===== src/pkg/timer_pkg.sv =====
// shared constants, field layouts and types of the dual prescaled timer
package timer_pkg;

    localparam int NUM_TIMERS = 2;
    localparam int ADDR_W     = 4;
    localparam int DATA_W     = 16;
    localparam int PRE_W      = 8;
    localparam int CNT_W      = 16;
    localparam int LVL_W      = 3;
    localparam int NUM_LEVELS = 7;
    localparam int SEL_BIT    = 3;

    // word offsets inside one timer's window
    localparam logic [2:0] OFS_CTRL   = 3'h0;
    localparam logic [2:0] OFS_STATUS = 3'h1;
    localparam logic [2:0] OFS_RELOAD = 3'h2;
    localparam logic [2:0] OFS_MATCH  = 3'h3;
    localparam logic [2:0] OFS_COUNT  = 3'h4;
    localparam logic [2:0] OFS_LEVEL  = 3'h5;

    // status flag positions that software clears by writing one
    localparam int FLAG_TIMEOUT = 0;
    localparam int FLAG_MATCH   = 1;
    localparam int FLAG_GATE    = 2;
    localparam int NUM_FLAGS    = 3;

    localparam logic [PRE_W-1:0]  PRE_RESET    = 8'hFF;
    localparam logic [CNT_W-1:0]  CNT_RESET    = 16'h0000;
    localparam logic [DATA_W-1:0] CTRL_RESET   = 16'h0000;
    localparam logic [CNT_W-1:0]  RELOAD_RESET = 16'h0000;
    localparam logic [CNT_W-1:0]  MATCH_RESET  = 16'h0000;
    localparam logic [LVL_W-1:0]  LEVEL_RESET  = 3'h0;

    typedef enum logic [2:0] {
        MODE_CAPTURE_COMPARE = 3'b000,
        MODE_SQUARE_WAVE     = 3'b001,
        MODE_VAR_DUTY        = 3'b010,
        MODE_SINGLE_SHOT     = 3'b011,
        MODE_PULSE_WIDTH     = 3'b100,
        MODE_PERIOD          = 3'b101,
        MODE_EVENT_COUNT     = 3'b110,
        MODE_SPARE           = 3'b111
    } mode_t;

    typedef enum logic [1:0] {
        ACT_HOLD   = 2'b00,
        ACT_TOGGLE = 2'b01,
        ACT_ZERO   = 2'b10,
        ACT_ONE    = 2'b11
    } out_act_t;

    typedef struct packed {
        logic [NUM_FLAGS-1:0] irq_enable_bits;
        out_act_t             output_action_field;
        logic                 gate_en;
        mode_t                mode;
        logic [2:0]           pre_tap;
        logic                 cnt_src_pre;
        logic                 clk_src_ext;
        logic                 pre_en;
        logic                 run;
    } timer_ctrl_t;

    typedef struct packed {
        logic [8:0]           rsvd;
        logic                 out_lvl;
        logic                 gate_lvl;
        logic                 on;
        logic                 cmp;
        logic [NUM_FLAGS-1:0] flags;
    } timer_status_t;

endpackage


===== src/rtl/dual_timer.sv =====
// dual prescaled down-counter timer with plain register port
`timescale 1ns/1ps

module timer_unit (
    input  wire logic                          i_clk,        // core clock
    input  wire logic                          i_rst_n,      // synchronised reset
    input  wire logic                          i_wr_en,      // write to this timer
    input  wire logic [2:0]                    i_ofs,        // word offset
    input  wire logic [timer_pkg::DATA_W-1:0]  i_wdata,      // write data
    input  wire logic                          i_ext_clk,    // ext_timer_clock_in
    input  wire logic                          i_gate_in_n,  // gate_in_n
    output logic      [timer_pkg::DATA_W-1:0]  o_rdata,      // read mux
    output logic                               o_wave,       // timer_wave_out
    output logic                               o_irq,        // request level
    output logic      [timer_pkg::LVL_W-1:0]   o_level       // chosen level
);
    timer_pkg::timer_ctrl_t           ctrl_ff;
    logic [timer_pkg::CNT_W-1:0]      reload_ff;
    logic [timer_pkg::CNT_W-1:0]      match_ff;
    logic [timer_pkg::LVL_W-1:0]      level_ff;
    logic [timer_pkg::PRE_W-1:0]      pre_ff;
    logic [timer_pkg::CNT_W-1:0]      cnt_ff;
    logic [timer_pkg::CNT_W-1:0]      shadow_ff;
    logic [timer_pkg::NUM_FLAGS-1:0]  flags_ff;
    logic                             cmp_ff;
    logic                             wave_ff;
    logic                             irq_ff;
    logic                             load_pend_ff;
    logic                             half_ff;
    logic                             ext_m_ff;
    logic                             ext_s_ff;
    logic                             ext_d_ff;
    logic                             gate_m_ff;
    logic                             gate_s_ff;
    logic                             gate_d_ff;
    logic                             pre_d_ff;

    wire wr_ctrl   = i_wr_en && (i_ofs == timer_pkg::OFS_CTRL);
    wire wr_status = i_wr_en && (i_ofs == timer_pkg::OFS_STATUS);
    wire wr_reload = i_wr_en && (i_ofs == timer_pkg::OFS_RELOAD);
    wire wr_match  = i_wr_en && (i_ofs == timer_pkg::OFS_MATCH);
    wire wr_level  = i_wr_en && (i_ofs == timer_pkg::OFS_LEVEL);

    wire [timer_pkg::NUM_FLAGS-1:0] flag_clr =
        wr_status ? i_wdata[timer_pkg::NUM_FLAGS-1:0] : '0;

    wire capture_mode = (ctrl_ff.mode == timer_pkg::MODE_CAPTURE_COMPARE);
    wire gate_active  = ~gate_s_ff;
    // capture mode never gates the clock, the gate only sets the gate flag, which freezes the shadow
    wire gate_ok      = capture_mode || !ctrl_ff.gate_en || gate_active;
    wire armed        = ctrl_ff.run && ctrl_ff.pre_en;
    wire running      = armed && gate_ok;

    wire ext_fall  = ext_d_ff && !ext_s_ff;
    wire half_fall = half_ff;
    wire sel_fall  = ctrl_ff.clk_src_ext ? ext_fall : half_fall;
    wire pre_bit   = pre_ff[ctrl_ff.pre_tap];
    // tap 7 falls once per 256 selected ticks
    wire pre_fall  = pre_d_ff && !pre_bit;
    wire cnt_clk   = ctrl_ff.cnt_src_pre ? pre_fall : sel_fall;
    wire pre_tick  = running && sel_fall;
    wire cnt_tick  = running && cnt_clk;

    wire [timer_pkg::CNT_W-1:0] nxt_cnt =
        load_pend_ff ? reload_ff : cnt_ff - 16'h0001;
    wire timeout_ev = cnt_tick && (nxt_cnt == timer_pkg::CNT_RESET);
    wire match_ev   = cnt_tick && (nxt_cnt == match_ff);
    wire gate_rise  = gate_s_ff && !gate_d_ff;
    wire gate_ev    = ctrl_ff.run && ctrl_ff.gate_en && gate_rise;
    wire out_ev     = timeout_ev || (capture_mode && match_ev);

    wire [timer_pkg::NUM_FLAGS-1:0] set_vec = {gate_ev, match_ev, timeout_ev};
    // a set in the clearing cycle survives
    wire [timer_pkg::NUM_FLAGS-1:0] nxt_flags = (flags_ff & ~flag_clr) | set_vec;

    wire nxt_irq = |(nxt_flags & ctrl_ff.irq_enable_bits);

    logic nxt_wave;
    always_comb begin
        nxt_wave = wave_ff;
        if (!ctrl_ff.run) begin
            nxt_wave = 1'b0;
        end else if (out_ev) begin
            unique case (ctrl_ff.output_action_field)
                timer_pkg::ACT_HOLD:   nxt_wave = wave_ff;
                timer_pkg::ACT_TOGGLE: nxt_wave = ~wave_ff;
                timer_pkg::ACT_ZERO:   nxt_wave = 1'b0;
                timer_pkg::ACT_ONE:    nxt_wave = 1'b1;
            endcase
        end
    end

    timer_pkg::timer_status_t status;
    always_comb begin
        status          = '0;
        status.flags    = flags_ff;
        status.cmp      = cmp_ff;
        status.on       = running;
        status.gate_lvl = gate_s_ff;
        status.out_lvl  = wave_ff;
    end

    // read view of every register
    wire [timer_pkg::DATA_W-1:0] rd_ctrl   = ctrl_ff;
    wire [timer_pkg::DATA_W-1:0] rd_status = status;
    wire [timer_pkg::DATA_W-1:0] rd_level  = {13'h0000, level_ff};
    assign o_rdata =
        (i_ofs == timer_pkg::OFS_CTRL)   ? rd_ctrl   :
        (i_ofs == timer_pkg::OFS_STATUS) ? rd_status :
        (i_ofs == timer_pkg::OFS_RELOAD) ? reload_ff :
        (i_ofs == timer_pkg::OFS_MATCH)  ? match_ff  :
        (i_ofs == timer_pkg::OFS_COUNT)  ? shadow_ff :
        (i_ofs == timer_pkg::OFS_LEVEL)  ? rd_level  : 16'h0000;

    assign o_wave  = wave_ff;
    assign o_irq   = irq_ff;
    assign o_level = level_ff;

    // software registers
    always_ff @(posedge i_clk or negedge i_rst_n) begin
        if (!i_rst_n) begin
            ctrl_ff   <= timer_pkg::CTRL_RESET;
            reload_ff <= timer_pkg::RELOAD_RESET;
            match_ff  <= timer_pkg::MATCH_RESET;
            level_ff  <= timer_pkg::LEVEL_RESET;
        end else begin
            if (wr_ctrl) begin
                ctrl_ff <= i_wdata;
            end
            if (wr_reload) begin
                reload_ff <= i_wdata;
            end
            if (wr_match) begin
                match_ff <= i_wdata;
            end
            if (wr_level) begin
                level_ff <= i_wdata[timer_pkg::LVL_W-1:0];
            end
        end
    end

    // input synchronisers and half-rate tick, levels must be held a full period by the driver
    always_ff @(posedge i_clk or negedge i_rst_n) begin
        if (!i_rst_n) begin
            ext_m_ff  <= 1'b0;
            ext_s_ff  <= 1'b0;
            ext_d_ff  <= 1'b0;
            gate_m_ff <= 1'b1;
            gate_s_ff <= 1'b1;
            gate_d_ff <= 1'b1;
            half_ff   <= 1'b0;
        end else begin
            ext_m_ff  <= i_ext_clk;
            ext_s_ff  <= ext_m_ff;
            ext_d_ff  <= ext_s_ff;
            gate_m_ff <= i_gate_in_n;
            gate_s_ff <= gate_m_ff;
            gate_d_ff <= gate_s_ff;
            half_ff   <= ~half_ff;
        end
    end

    // prescaler
    always_ff @(posedge i_clk or negedge i_rst_n) begin
        if (!i_rst_n) begin
            pre_ff   <= timer_pkg::PRE_RESET;
            pre_d_ff <= 1'b1;
        end else begin
            if (!armed) begin
                pre_ff <= timer_pkg::PRE_RESET;
            end else if (pre_tick) begin
                pre_ff <= pre_ff - 8'h01;
            end
            pre_d_ff <= pre_bit;
        end
    end

    // counter, pending load covers both the first tick and post-timeout tick
    always_ff @(posedge i_clk or negedge i_rst_n) begin
        if (!i_rst_n) begin
            cnt_ff       <= timer_pkg::CNT_RESET;
            load_pend_ff <= 1'b1;
        end else if (!armed) begin
            cnt_ff       <= timer_pkg::CNT_RESET;
            load_pend_ff <= 1'b1;
        end else if (cnt_tick) begin
            cnt_ff       <= nxt_cnt;
            load_pend_ff <= timeout_ev;
        end
    end

    // status, shadow, output and request
    always_ff @(posedge i_clk or negedge i_rst_n) begin
        if (!i_rst_n) begin
            flags_ff  <= '0;
            cmp_ff    <= 1'b0;
            shadow_ff <= timer_pkg::CNT_RESET;
            wave_ff   <= 1'b0;
            irq_ff    <= 1'b0;
        end else begin
            flags_ff <= nxt_flags;
            // timeout wins when the match value is zero
            if (timeout_ev) begin
                cmp_ff <= 1'b0;
            end else if (match_ev) begin
                cmp_ff <= 1'b1;
            end
            // a pending gate event freezes the captured count
            if (!flags_ff[timer_pkg::FLAG_GATE]) begin
                shadow_ff <= cnt_ff;
            end
            wave_ff <= nxt_wave;
            irq_ff  <= nxt_irq;
        end
    end
endmodule

module dual_timer (
    input  wire logic                              i_core_clk,  // 125 MHz core clock
    input  wire logic                              i_reset_n,   // async reset, low
    input  wire logic [timer_pkg::ADDR_W-1:0]      i_addr,      // word address
    input  wire logic [timer_pkg::DATA_W-1:0]      i_wdata,     // write data
    input  wire logic                              i_wr,        // write strobe
    input  wire logic                              i_rd,        // read strobe
    input  wire logic [timer_pkg::NUM_TIMERS-1:0]  i_ext_clk,   // ext_timer_clock_in
    input  wire logic [timer_pkg::NUM_TIMERS-1:0]  i_gate_n,    // gate_in_n
    output logic      [timer_pkg::DATA_W-1:0]      o_rdata,     // read data
    output logic      [timer_pkg::NUM_TIMERS-1:0]  o_wave,      // timer_wave_out
    output logic      [timer_pkg::NUM_LEVELS-1:0]  o_irq_level  // irq_level_outputs
);
    logic                                 rst_m_ff;
    logic                                 rst_n_ff;
    logic [timer_pkg::DATA_W-1:0]         rdata_ff;
    logic [timer_pkg::NUM_TIMERS-1:0]     wave_ff;
    logic [timer_pkg::NUM_LEVELS-1:0]     irq_lvl_ff;
    logic [timer_pkg::DATA_W-1:0]         t_rdata [timer_pkg::NUM_TIMERS];
    logic [timer_pkg::NUM_TIMERS-1:0]     t_wave;
    logic [timer_pkg::NUM_TIMERS-1:0]     t_irq;
    logic [timer_pkg::LVL_W-1:0]          t_level [timer_pkg::NUM_TIMERS];
    logic [timer_pkg::NUM_LEVELS-1:0]     nxt_irq_lvl;

    wire       sel = i_addr[timer_pkg::SEL_BIT];
    wire [2:0] ofs = i_addr[2:0];
    wire [timer_pkg::DATA_W-1:0] nxt_rdata = i_rd ? t_rdata[sel] : 16'h0000;

    always_ff @(posedge i_core_clk or negedge i_reset_n) begin
        if (!i_reset_n) begin
            rst_m_ff <= 1'b0;
            rst_n_ff <= 1'b0;
        end else begin
            rst_m_ff <= 1'b1;
            rst_n_ff <= rst_m_ff;
        end
    end

    genvar g;
    generate
        for (g = 0; g < timer_pkg::NUM_TIMERS; g++) begin : g_timer
            timer_unit u_timer (
                .i_clk       (i_core_clk),
                .i_rst_n     (rst_n_ff),
                .i_wr_en     (i_wr && (sel == 1'(g))),
                .i_ofs       (ofs),
                .i_wdata     (i_wdata),
                .i_ext_clk   (i_ext_clk[g]),
                .i_gate_in_n (i_gate_n[g]),
                .o_rdata     (t_rdata[g]),
                .o_wave      (t_wave[g]),
                .o_irq       (t_irq[g]),
                .o_level     (t_level[g])
            );
        end
    endgenerate

    // level zero means the timer requests nothing
    always_comb begin
        nxt_irq_lvl = '0;
        for (int l = 0; l < timer_pkg::NUM_LEVELS; l++) begin
            for (int t = 0; t < timer_pkg::NUM_TIMERS; t++) begin
                if (t_irq[t] && (t_level[t] == 3'(l + 1))) begin
                    nxt_irq_lvl[l] = 1'b1;
                end
            end
        end
    end

    always_ff @(posedge i_core_clk or negedge rst_n_ff) begin
        if (!rst_n_ff) begin
            rdata_ff   <= 16'h0000;
            wave_ff    <= '0;
            irq_lvl_ff <= '0;
        end else begin
            rdata_ff   <= nxt_rdata;
            wave_ff    <= t_wave;
            irq_lvl_ff <= nxt_irq_lvl;
        end
    end

    assign o_rdata     = rdata_ff;
    assign o_wave      = wave_ff;
    assign o_irq_level = irq_lvl_ff;
endmodule


===== config.mk =====
export PLATFORM = sky130hd
export DESIGN_NAME = dual_timer
export DESIGN_NICKNAME = d
export VERILOG_FILES = /design/src/pkg/timer_pkg.sv /design/src/rtl/dual_timer.sv
export SDC_FILE = /design/constraint.sdc
export NUM_CORES = 1
export LEC_CHECK = 0
export BUFFER_PORTS_ARGS = -buffer_cell sky130_fd_sc_hd__clkbuf_2
export CAP_MARGIN = 40
export CORE_ASPECT_RATIO = 0.6
export CORE_MARGIN = 2
export CORE_UTILIZATION = 62
export DETAILED_ROUTE_END_ITERATION = 10
export GPL_TIMING_DRIVEN = 0
export PLACE_DENSITY = 0.82
export SETUP_SLACK_MARGIN = 0.3
export SLEW_MARGIN = 20
export SYNTH_ARGS = -nofsm -noshare
export SYNTH_HDL_FRONTEND = slang
export SYNTH_SLANG_ARGS = --single-unit

===== constraint.sdc =====
create_clock -name i_core_clk -period 8.8 [get_ports i_core_clk]
set_input_delay 1.32 -clock i_core_clk [delete_from_list [all_inputs] [get_ports i_core_clk]]
set_output_delay 1.32 -clock i_core_clk [all_outputs]
set_load 0.02 [all_outputs]

==> results of run 1 <==
[area by class of cell]
cell class	count	share of cell area, %
well taps	273	2.403
plain buffers	86	2.447
flip-flops and latches	239	42.32
clock inverters	12	1.065
inverters	24	0.6336
repair buffers	58	2.772
multi-input cells	848	43.70
clock buffers	30	4.655
[worst register-to-register path, stage by stage (launching register included)]
cell and delay (ns):
dfrtp_1 0.54, and2_1 0.19, clkbuf_1 0.52, o21ai_0 0.49
o32a_1 0.62, nor4b_1 0.42, nand4_1 0.34, nor4_4 0.59
a21o_1 0.17, a22o_1 0.15, a21o_1 0.17
[sequential cells by signal (all words and copies together), names as in the netlist, 7 cells and up]
name	flops
g_timer.u_timer.cnt_ff	32
g_timer.u_timer.ctrl_ff	32
g_timer.u_timer.match_ff	32
g_timer.u_timer.reload_ff	32
g_timer.u_timer.shadow_ff	32
g_timer.u_timer.pre_ff	16
o_rdata	16
o_irq_level	7
[logic make-up (layout without fill, tap and decap cells)]
family | count (synthesis) | after routing | share of synthesized area [%]
muxes | 195 | 195 | 17.29
DFF | 239 | 239 | 47.56
AOI/OAI and AO/OA | 244 | 244 | 12.89
buffers and inverters | 110 | 210 | 3.463
and+or+nand+nor | 347 | 347 | 14.32
xor gates and xnor gates | 57 | 57 | 4.057
other | 1 | 1 | 0.02966
adders and majority gates | 4 | 4 | 0.3958
[final timing paths]
check / startpoint / end / slack (ns) / cells past startpoint
hold reg to reg: rst_n_ff$_DFF_PN0_ / g_timer[0].u_timer.cnt_ff[9]$_DFFE_PN0P_ / 0.30 / 0
min in group i_core_clk: g_timer[0].u_timer.ext_m_ff$_DFF_PN0_ / g_timer[0].u_timer.ext_s_ff$_DFF_PN0_ / 0.35 / 0
setup reg to reg: g_timer[1].u_timer.ctrl_ff[0]$_DFFE_PN0P_ / g_timer[1].u_timer.o_irq$_DFF_PN0_ / 4.50 / 10
hold / removal: rst_n_ff$_DFF_PN0_ / g_timer[0].u_timer.cnt_ff[9]$_DFFE_PN0P_ / 0.30 / 0
max in group asynchronous: rst_n_ff$_DFF_PN0_ / g_timer[1].u_timer.gate_m_ff$_DFF_PN1_ / 7.16 / 3
setup / recovery: g_timer[1].u_timer.ctrl_ff[0]$_DFFE_PN0P_ / g_timer[1].u_timer.o_irq$_DFF_PN0_ / 4.50 / 10
[cell usage in the layout, fill, tap and decap left out, types with 9 or more instances in the layout]
| cell type | netlist | routed |
|---|---|---|
| dfrtp_1 | 213 | 212 |
| mux2_2 | 147 | 147 |
| nand2_1 | 83 | 83 |
| clkbuf_1 | 73 | 74 |
| o21ai_0 | 72 | 72 |
| nor2_1 | 60 | 60 |
| nand3_1 | 50 | 50 |
| clkbuf_2 | 0 | 49 |
| mux2i_1 | 44 | 44 |
| a21oi_1 | 39 | 39 |
| xnor2_1 | 32 | 32 |
| nand2b_1 | 28 | 28 |
| dfstp_2 | 26 | 26 |
| xor2_1 | 24 | 24 |
| inv_1 | 23 | 23 |
| clkbuf_16 | 0 | 23 |
| nor3_1 | 22 | 22 |
| or3_1 | 19 | 19 |
| nor4_1 | 18 | 18 |
| a22oi_1 | 16 | 16 |
| o22ai_1 | 16 | 16 |
| o211ai_1 | 14 | 14 |
| nor2b_1 | 13 | 13 |
| and2_1 | 12 | 12 |
| o31ai_1 | 9 | 9 |
| nand4_1 | 9 | 9 |
[through the flow]
step                worst slack [ns]  util (%)
detailed placement             4.491     66.86
floorplan                      1.692         -
global route                   4.418     71.02
CTS                            4.800     70.92
finish                         4.499     71.02
global placement             -0.9474     66.07
[power by group through the flow]
stage | sequential (uW) | clock, uW | combinational (uW)
2_1_floorplan | 1400 | 0 | 579
3_3_place_gp | 1450 | 0 | 803
3_5_place_dp | 1440 | 0 | 843
4_1_cts | 1430 | 1080 | 856
5_1_grt | 1450 | 1120 | 949
6_report | 1440 | 1080 | 893
[metal layers]
| layer | GRT usage (%) | share of wire [%] |
|---|---|---|
| met1 | 59.38 | 44 |
| met2 | 50.90 | 37 |
| met3 | 20.10 | 17 |
| met4 | 6.771 | 1.8 |
| met5 | 0 | 0 |
==> impl_metrics.yaml, run 1 <==
floorplan:
  die-area_um2: 21590
  ioPinCount: 53
  die_h_um: 114.6
  die_w_um: 188.4
  core_um2: 20020
  rows: 40
  initial_utilization_pct: 63.16
synth:
  yosysTopAreaCellShare_pct: 42.15
  yosysTopAreaCell: "dfrtp_1"
  yosys_warnings: 0
  synthCells: 1197
  avgSynthCellArea_um2: 10.56
  ys_ff_latch: 239
  synthArstFlopShare_pct: 100.0
  ys_types: 79
  synth_edf_count: 0
  synthTopCellsByCount: "dfrtp_1, mux2_2, nand2_1"
  synth_most_common_cell: "dfrtp_1"
  yosys-top-cells-area: "dfrtp_1, mux2_2, dfstp_2"
  syn_area_um2: 12640
  synthFlopType: "dfrtp_1"
  synth_nets: 1229
  seq_area_frac_synth_pct: 47.56
routing:
  via_count: 10684
  routed_via_density: 6.805
  wl_per_cell_um: 26.57
  dr.first_iter.drc_count: 1415
  wl_mm: 41.72
  drc: 0
  firstDrtPassIters: 6
  drtAntennaViolNets: 0
setup_path:
  critPathTopFamily: "compound AO/OA/AOI/OAI gates"
  cp_num_buf_inv: 1
  cpPeakStageDelay_ns: 0.62
  critPathMostFrequentCell: "a21o_1"
  cp-end-kind: "flop"
  cpMaxStageDelayCell: "o32a_1"
  crit_required_ns: 9.24
  worst_ep_arrival_time_ns: 4.74
  path_cells: "and2_1 -> clkbuf_1 -> o21ai_0 -> o32a_1 -> nor4b_1 -> nand4_1 -> nor4_4 -> a21o_1 -> a22o_1 -> a21o_1"
  worst-setup-path-type: "reg2reg"
  setup.worst_path.start_class: "flop"
  cp_max_fo: 9
finish:
  drive_gt1_share_pct: 22.82
  n_antenna_cell: 0
  design_area_um2: 14220
  fillerInstances: 1468
  fin_nets: 1312
  seqCellArea_um2: 6017
  multi_input_area_um2: 6213
  syn_to_final_growth_pct: 12.44
  fin_cells: 1570
cts:
  root_buffer: "clkbuf_16"
  cts_made_buffers: 23
  postCtsResizedCells: 0
  clk_latency_ns: 0.54
  cts_tree: "built"
  clock_path_buffers: 3
  clk_pin_slew_ns: 0.07
  cts_sinks: 239
  cts_hold_buffers: 0
  cts_max_level: 1
  postCtsSetupRepairBufs: 0
grt:
  grt_pass1_vias: 10162
  overflow: 0
  antenna_found_initial: 0
  grt_max_degree: 57
  grt_util_all_layers_pct: 39.54
  grt_first_pass_wirelength_mm: 63.29
sta:
  clock-skew-final_ns: 0.02371
  relSlewSlack_pct: 40.73
  fin_crit_ns: 4.301
  setup_tns_ns: 0
  whs_ns: 0.2975
  finalSetupViolCount: 0
  fmax_mhz: 232.5
  rsz0062_at_grt: "no"
  maxSlewViolCount: 0
  period_share_pct: 48.87
  hold_violations: 0
  worstMarginPinSlew_ns: 0.8868
flow_run:
  drv_cap: 0
hold_path:
  hold_path.class: "reg2async"
place:
  place_inst: 1525
  io_buffers: 48
  gp_congestion: 1.008
  place_hpwl_mm: 30.90
  postPlaceCellArea_um2: 13380
power:
  p_leak_uw: 0.006164
  peakVddDrop_mv: 0.1983
  intPower_uw: 2239
  p_comb_share_pct: 26.2
  pwr-share-seq_pct: 42.2
  p_switching_uw: 1167
  pwr-share-clk_pct: 31.6
  p_sw_share_pct: 34.27
  power.total_uw: 3407
  power.density_nw_per_um2: 239.6
outcome:
  outcome: "finished, final reports clean"
No activity file was read; power rests on OpenSTA's default activity.
==> inputs of run 2 (changes only) <==
- CORE_UTILIZATION: 62 -> 56
- PLACE_DENSITY: 0.82 -> 0.78
- clock period: 8.8 -> 3.9 ns (I/O delays scaled with it)
==> run 2 against run 1 <==
Net effect: combinational power is 130% higher; count of clock-buffer cells in the layout unchanged; sequential power grew 120%; clock skew decreased by 0.0089 ns; sequential share of layout area decreased by 0.63 points; global-route usage fell by 4.8 points; largest power group unchanged; critical path depth up 1; final area increased by 1.6%; final cell count rose by 2.7%.
==> impl_metrics.yaml, run 2 (synthesized netlist as in run 1, its figures left out) <==
hold_path:
  hold_path_depth: 1
  hold_path.class: "in2reg"
sta:
  rsz0062_at_grt: "no"
  maxSlewViolCount: 0
  hold_violations: 0
  relSlewSlack_pct: 41.82
  fin_crit_ns: 3.622
  whs_ns: 0.1345
  finalSetupViolCount: 0
  worstMarginPinSlew_ns: 0.8727
  clock-skew-final_ns: 0.01484
  fmax_mhz: 276.1
  period_share_pct: 92.88
  fin_ws_ns: 0.2777
finish:
  seqCellArea_um2: 6020
  multi_input_area_um2: 6337
  final_cell_mix: "dfrtp_1, mux2_2, nand2_1"
  final_common_cell: "dfrtp_1"
  drive_gt1_share_pct: 24.88
  fillerInstances: 1761
  design_area_um2: 14440
  finish.utilization_pct: 65.26
  fin_nets: 1317
  syn_to_final_growth_pct: 14.19
cts:
  root_buffer: "clkbuf_16"
  cts_max_level: 1
  cts_made_buffers: 23
  clk_pin_slew_ns: 0.07
  clock_path_buffers: 3
  clk_latency_ns: 0.54
  cts_sinks: 239
  cts_tree: "built"
setup_path:
  critPathMostFrequentCell: "a21o_1"
  cp-end-kind: "flop"
  worst-setup-path-type: "reg2reg"
  cpPeakStageDelay_ns: 0.57
  path_cells: "and2_1 -> clkbuf_2 -> o21ai_1 -> o32a_1 -> nor4b_2 -> nand4_1 -> nor4_4 -> buf_4 -> a21o_1 -> a22o_1 -> a21o_1"
  cpMaxStageDelayCell: "o32a_1"
  worst_ep_arrival_time_ns: 4.06
  setup.worst_path.start_class: "flop"
  crit_required_ns: 4.34
  cp_max_fo: 9
  worstRegToRegCells: 11
floorplan:
  rows: 42
  die_w_um: 198.0
  die-area_um2: 23840
  die_h_um: 120.4
  initial_utilization_pct: 57.15
  core_um2: 22120
  ioPinCount: 53
routing:
  firstDrtPassIters: 6
  wl_per_cell_um: 25.22
  routed_via_density: 6.529
  routed-wl-met2_mm: 15.25
  drtAntennaViolNets: 0
  drt-met1-wl_mm: 18.26
  routed.top_layer: "met5"
  met3WireLength_mm: 6.486
  dr.first_iter.drc_count: 1352
  drc: 0
  wl_mm: 40.66
  via_count: 10524
power:
  power.density_nw_per_um2: 530.9
  power.total_uw: 7666
  peakVddDrop_mv: 0.4487
  p_leak_uw: 0.006270
grt:
  grt_util_all_layers_pct: 34.76
  grt_first_pass_wirelength_mm: 61.04
  antenna_found_initial: 1
  overflow: 0
  grt_pass1_vias: 9762
  grt_max_degree: 57
place:
  postPlaceCellArea_um2: 13430
  place_ws_ns: -0.1641
  io_buffers: 48
  gp_congestion: 1.031
  place_hpwl_mm: 30.38
flow_run:
  drv_cap: 0
outcome:
  outcome: "finished, final reports clean"
## run 2: cell types whose count changed in the layout (fill, tap and decap cells not counted), sizes merged
cell,previous run,this run
buf,22,29
clkbuf,152,149
clkinv,6,8
diode,0,2
clkinvlp,2,1
dlygate4sd3,0,1
inv,25,24
## run 2: layout make-up
class | instances | area share [%]
Multi-Input combinational cell | 848 | 43.89
Sequential cell | 239 | 41.69
Antenna cell | 2 | 0.03466
Buffer | 86 | 2.522
Tap cell | 308 | 2.669
Inverter | 24 | 0.6239
Timing Repair Buffer | 63 | 3.050
Clock buffer | 30 | 4.515
Clock inverter | 12 | 1.005
## run 2: final timing paths
kind	start	end	slack (ns)
setup / recovery	g_timer[1].u_timer.ctrl_ff[0]$_DFFE_PN0P_	g_timer[1].u_timer.o_irq$_DFF_PN0_	0.28
hold / removal	i_gate_n[1]	g_timer[1].u_timer.gate_m_ff$_DFF_PN1_	0.13
setup reg to reg	g_timer[1].u_timer.ctrl_ff[0]$_DFFE_PN0P_	g_timer[1].u_timer.o_irq$_DFF_PN0_	0.28
hold reg to reg	rst_n_ff$_DFF_PN0_	g_timer[0].u_timer.cnt_ff[1]$_DFFE_PN0P_	0.30
max in group asynchronous	rst_n_ff$_DFF_PN0_	g_timer[1].u_timer.pre_ff[6]$_DFFE_PN1P_	2.28
min in group asynchronous	rst_n_ff$_DFF_PN0_	g_timer[0].u_timer.cnt_ff[1]$_DFFE_PN0P_	0.30
## run 2: repair_timing
action / CTS / global route
buffers inserted: 2 / 2
resized for setup: 8 / 41
pin swaps: 2 / 8
hold buffers: 1 / 0
setup endpoints to repair: 7 / 6
hold endpoints to repair: 2 / 0
## run 2: routing by layer
| metal | up-vias | GRT usage [%] |
|---|---|---|
| li1 | 4531 | - |
| met3 | 76 | 15.79 |
| met4 | 2 | 4.699 |
| met2 | 669 | 44.08 |
| met5 | - | 0 |
| met1 | 5246 | 54.37 |
## run 2: worst max-delay path, delay by kind of cell, from the launching register on
| kind | cells | cell delay [ns] |
|---|---|---|
| compound gates | 5 | 1.36 |
| buf+inv | 2 | 0.50 |
| simple gates | 4 | 1.16 |
| flops | 1 | 0.50 |
## run 2: where the power goes
group	leakage [uW]	switching (uW)	internal (uW)
registers	0.00302	416	2820
logic	0.00285	1180	856
clock network	0.000396	1010	1380
## run 2: per-stage QoR
| stage | TNS, ns | instances |
|---|---|---|
| floorplan | 0 | 1197 |
| global placement | -3.714 | 1553 |
| detailed placement | -0.3279 | 1561 |
| CTS | 0 | 1606 |
| global route | 0 | 1610 |
| finish | 0 | 1612 |
==> inputs of run 3 (changes only) <==
- BUFFER_PORTS_ARGS: -buffer_cell sky130_fd_sc_hd__clkbuf_2 -> -buffer_cell sky130_fd_sc_hd__buf_2
- PLACE_DENSITY: 0.78 -> 0.88
==> run 3 against run 2 <==
Net effect: via count rose by 2.3%; non-clock buffer count rose by 3; routed wire length rose by 3.5%; sequential cell count did not move; core utilization rose by 0.46 points; final cell count rose by 0.12%; final area rose by 0.71%; combinational power rose by 2%; die area did not move; largest power group unchanged; highest routed layer is now met4.
==> impl_metrics.yaml, run 3 (synthesized netlist as in run 1, its figures left out) <==
outcome:
  outcome: "finished, final reports clean"
finish:
  drive_gt1_share_pct: 25.21
  final_cell_mix: "dfrtp_1, mux2_2, nand2_1"
  fillerInstances: 1725
  design_area_um2: 14540
  final_common_cell: "dfrtp_1"
  fin_nets: 1320
  seqCellArea_um2: 6020
  syn_to_final_growth_pct: 15.00
  finish.utilization_pct: 65.73
  multi_input_area_um2: 6352
routing:
  drc: 0
  firstDrtPassIters: 6
  wl_per_cell_um: 26.07
  routed_via_density: 6.672
  dr.first_iter.drc_count: 1474
  wl_mm: 42.08
  drtAntennaViolNets: 0
  via_count: 10768
grt:
  grt_util_all_layers_pct: 36.05
  grt_first_pass_wirelength_mm: 63.42
  antenna_found_initial: 1
  grt_max_degree: 62
  grt_pass1_vias: 10182
  overflow: 0
sta:
  relSlewSlack_pct: 43.80
  hold_violations: 0
  clock-skew-final_ns: 0.02160
  fin_crit_ns: 3.579
  fmax_mhz: 279.4
  worstMarginPinSlew_ns: 0.8430
  period_share_pct: 91.76
  rsz0062_at_grt: "no"
  setup_tns_ns: 0
  finalSetupViolCount: 0
  maxSlewViolCount: 0
  whs_ns: 0.1264
  fin_ws_ns: 0.3214
power:
  p_comb_share_pct: 26.2
  power.density_nw_per_um2: 545.4
  pwr-share-clk_pct: 32.7
  peakVddDrop_mv: 0.3575
  intPower_uw: 5263
  p_switching_uw: 2669
  pwr-share-seq_pct: 41.1
  p_leak_uw: 0.006332
  p_sw_share_pct: 33.65
setup_path:
  worst-setup-path-type: "reg2reg"
  worst_ep_arrival_time_ns: 4.03
  setup.worst_path.start_class: "flop"
  cp-end-kind: "flop"
  cp_max_fo: 9
  crit_required_ns: 4.35
place:
  place_hpwl_mm: 31.27
  gp_congestion: 1.036
  io_buffers: 48
  postPlaceCellArea_um2: 13430
  place_ws_ns: -0.1738
hold_path:
  hold_path.class: "in2reg"
floorplan:
  rows: 42
  die-area_um2: 23840
  core_um2: 22120
  ioPinCount: 53
  die_w_um: 198.0
  initial_utilization_pct: 57.15
  die_h_um: 120.4
cts:
  clock_path_buffers: 3
  cts_max_level: 1
  cts_made_buffers: 23
  cts_sinks: 239
  cts_tree: "built"
  root_buffer: "clkbuf_16"
  clk_latency_ns: 0.56
  clk_pin_slew_ns: 0.07
flow_run:
  drv_cap: 0
## run 3: cell count changes in the layout (fill, tap and decap cells not counted), moves of 2 or more
cell | previous run | this run
clkbuf_1 | 66 | 64
clkbuf_2 | 54 | 7
clkinv_2 | 6 | 1
bufinv_16 | 3 | 6
buf_2 | 4 | 56
clkinvlp_4 | 1 | 3
## run 3: power by group through the flow
stage          logic [uW]  clock network (uW)  registers (uW)
2_1_floorplan        1310                   0            3160
3_5_place_dp         1900                   0            3270
4_1_cts              1940                2600            3230
5_1_grt              2200                2710            3290
6_report             2080                2600            3260
3_3_place_gp         1810                   0            3280
## run 3: area by class of cell
class / instances / share of cell area (%)
clock inverter: 11 / 1.566
multi-input combinational: 848 / 43.68
timing repair buffer: 66 / 3.106
buffer: 86 / 2.521
sequential: 239 / 41.40
clock buffer: 31 / 4.440
inverter: 24 / 0.6195
antenna: 1 / 0.01721
tap: 308 / 2.650
## run 3: worst paths after layout
| check | start | endpoint | slack, ns | cells after the start |
|---|---|---|---|---|
| hold / removal | i_gate_n[0] | g_timer[0].u_timer.gate_m_ff$_DFF_PN1_ | 0.13 | 1 |
| max in group asynchronous | rst_n_ff$_DFF_PN0_ | g_timer[1].u_timer.cnt_ff[0]$_DFFE_PN0P_ | 2.57 | 2 |
| setup / recovery | g_timer[1].u_timer.ctrl_ff[0]$_DFFE_PN0P_ | g_timer[1].u_timer.o_irq$_DFF_PN0_ | 0.32 | 11 |
| min in group asynchronous | rst_n_ff$_DFF_PN0_ | g_timer[0].u_timer.ext_m_ff$_DFF_PN0_ | 0.31 | 0 |
| setup reg to reg | g_timer[1].u_timer.ctrl_ff[0]$_DFFE_PN0P_ | g_timer[1].u_timer.o_irq$_DFF_PN0_ | 0.32 | 11 |
| hold reg to reg | rst_n_ff$_DFF_PN0_ | g_timer[0].u_timer.ext_m_ff$_DFF_PN0_ | 0.31 | 0 |
## run 3: stage by stage
stage	std cells	power [uW]
after floorplan	1197	4466
after global placement	1553	5091
after detailed placement	1562	5172
after CTS	1605	7771
after global routing	1613	8208
final	1614	7932
## run 3: routing by layer
layer | global-route usage (%) | wire length (um) | vias to the layer above
li1 | - | - | 4545
met1 | 54.73 | 18280 | 5394
met2 | 46.13 | 16060 | 759
met3 | 17.63 | 7012 | 70
met4 | 6.015 | 719 | 0
met5 | 0 | 0 | -
## run 3: what timing repair did
action / 4_1_cts / 5_1_grt
setup buffers: 0 / 7
hold buffers: 1 / 0
gates resized for setup: 11 / 48
gates cloned: 0 / 0
pin swaps: 2 / 10
endpoints found under the hold margin: 2 / 0
setup endpoints to repair: 9 / 4
## run 3: critical path, stage by stage (launching register included)
cell      delay, ns
dfrtp_1        0.57
and2_1         0.18
clkbuf_2       0.29
o21ai_1        0.31
o32a_2         0.56
nor4b_2        0.36
nand4_1        0.28
nor4_4         0.22
buf_4          0.18
a21o_1         0.15
a22o_1         0.16
a21o_1         0.19
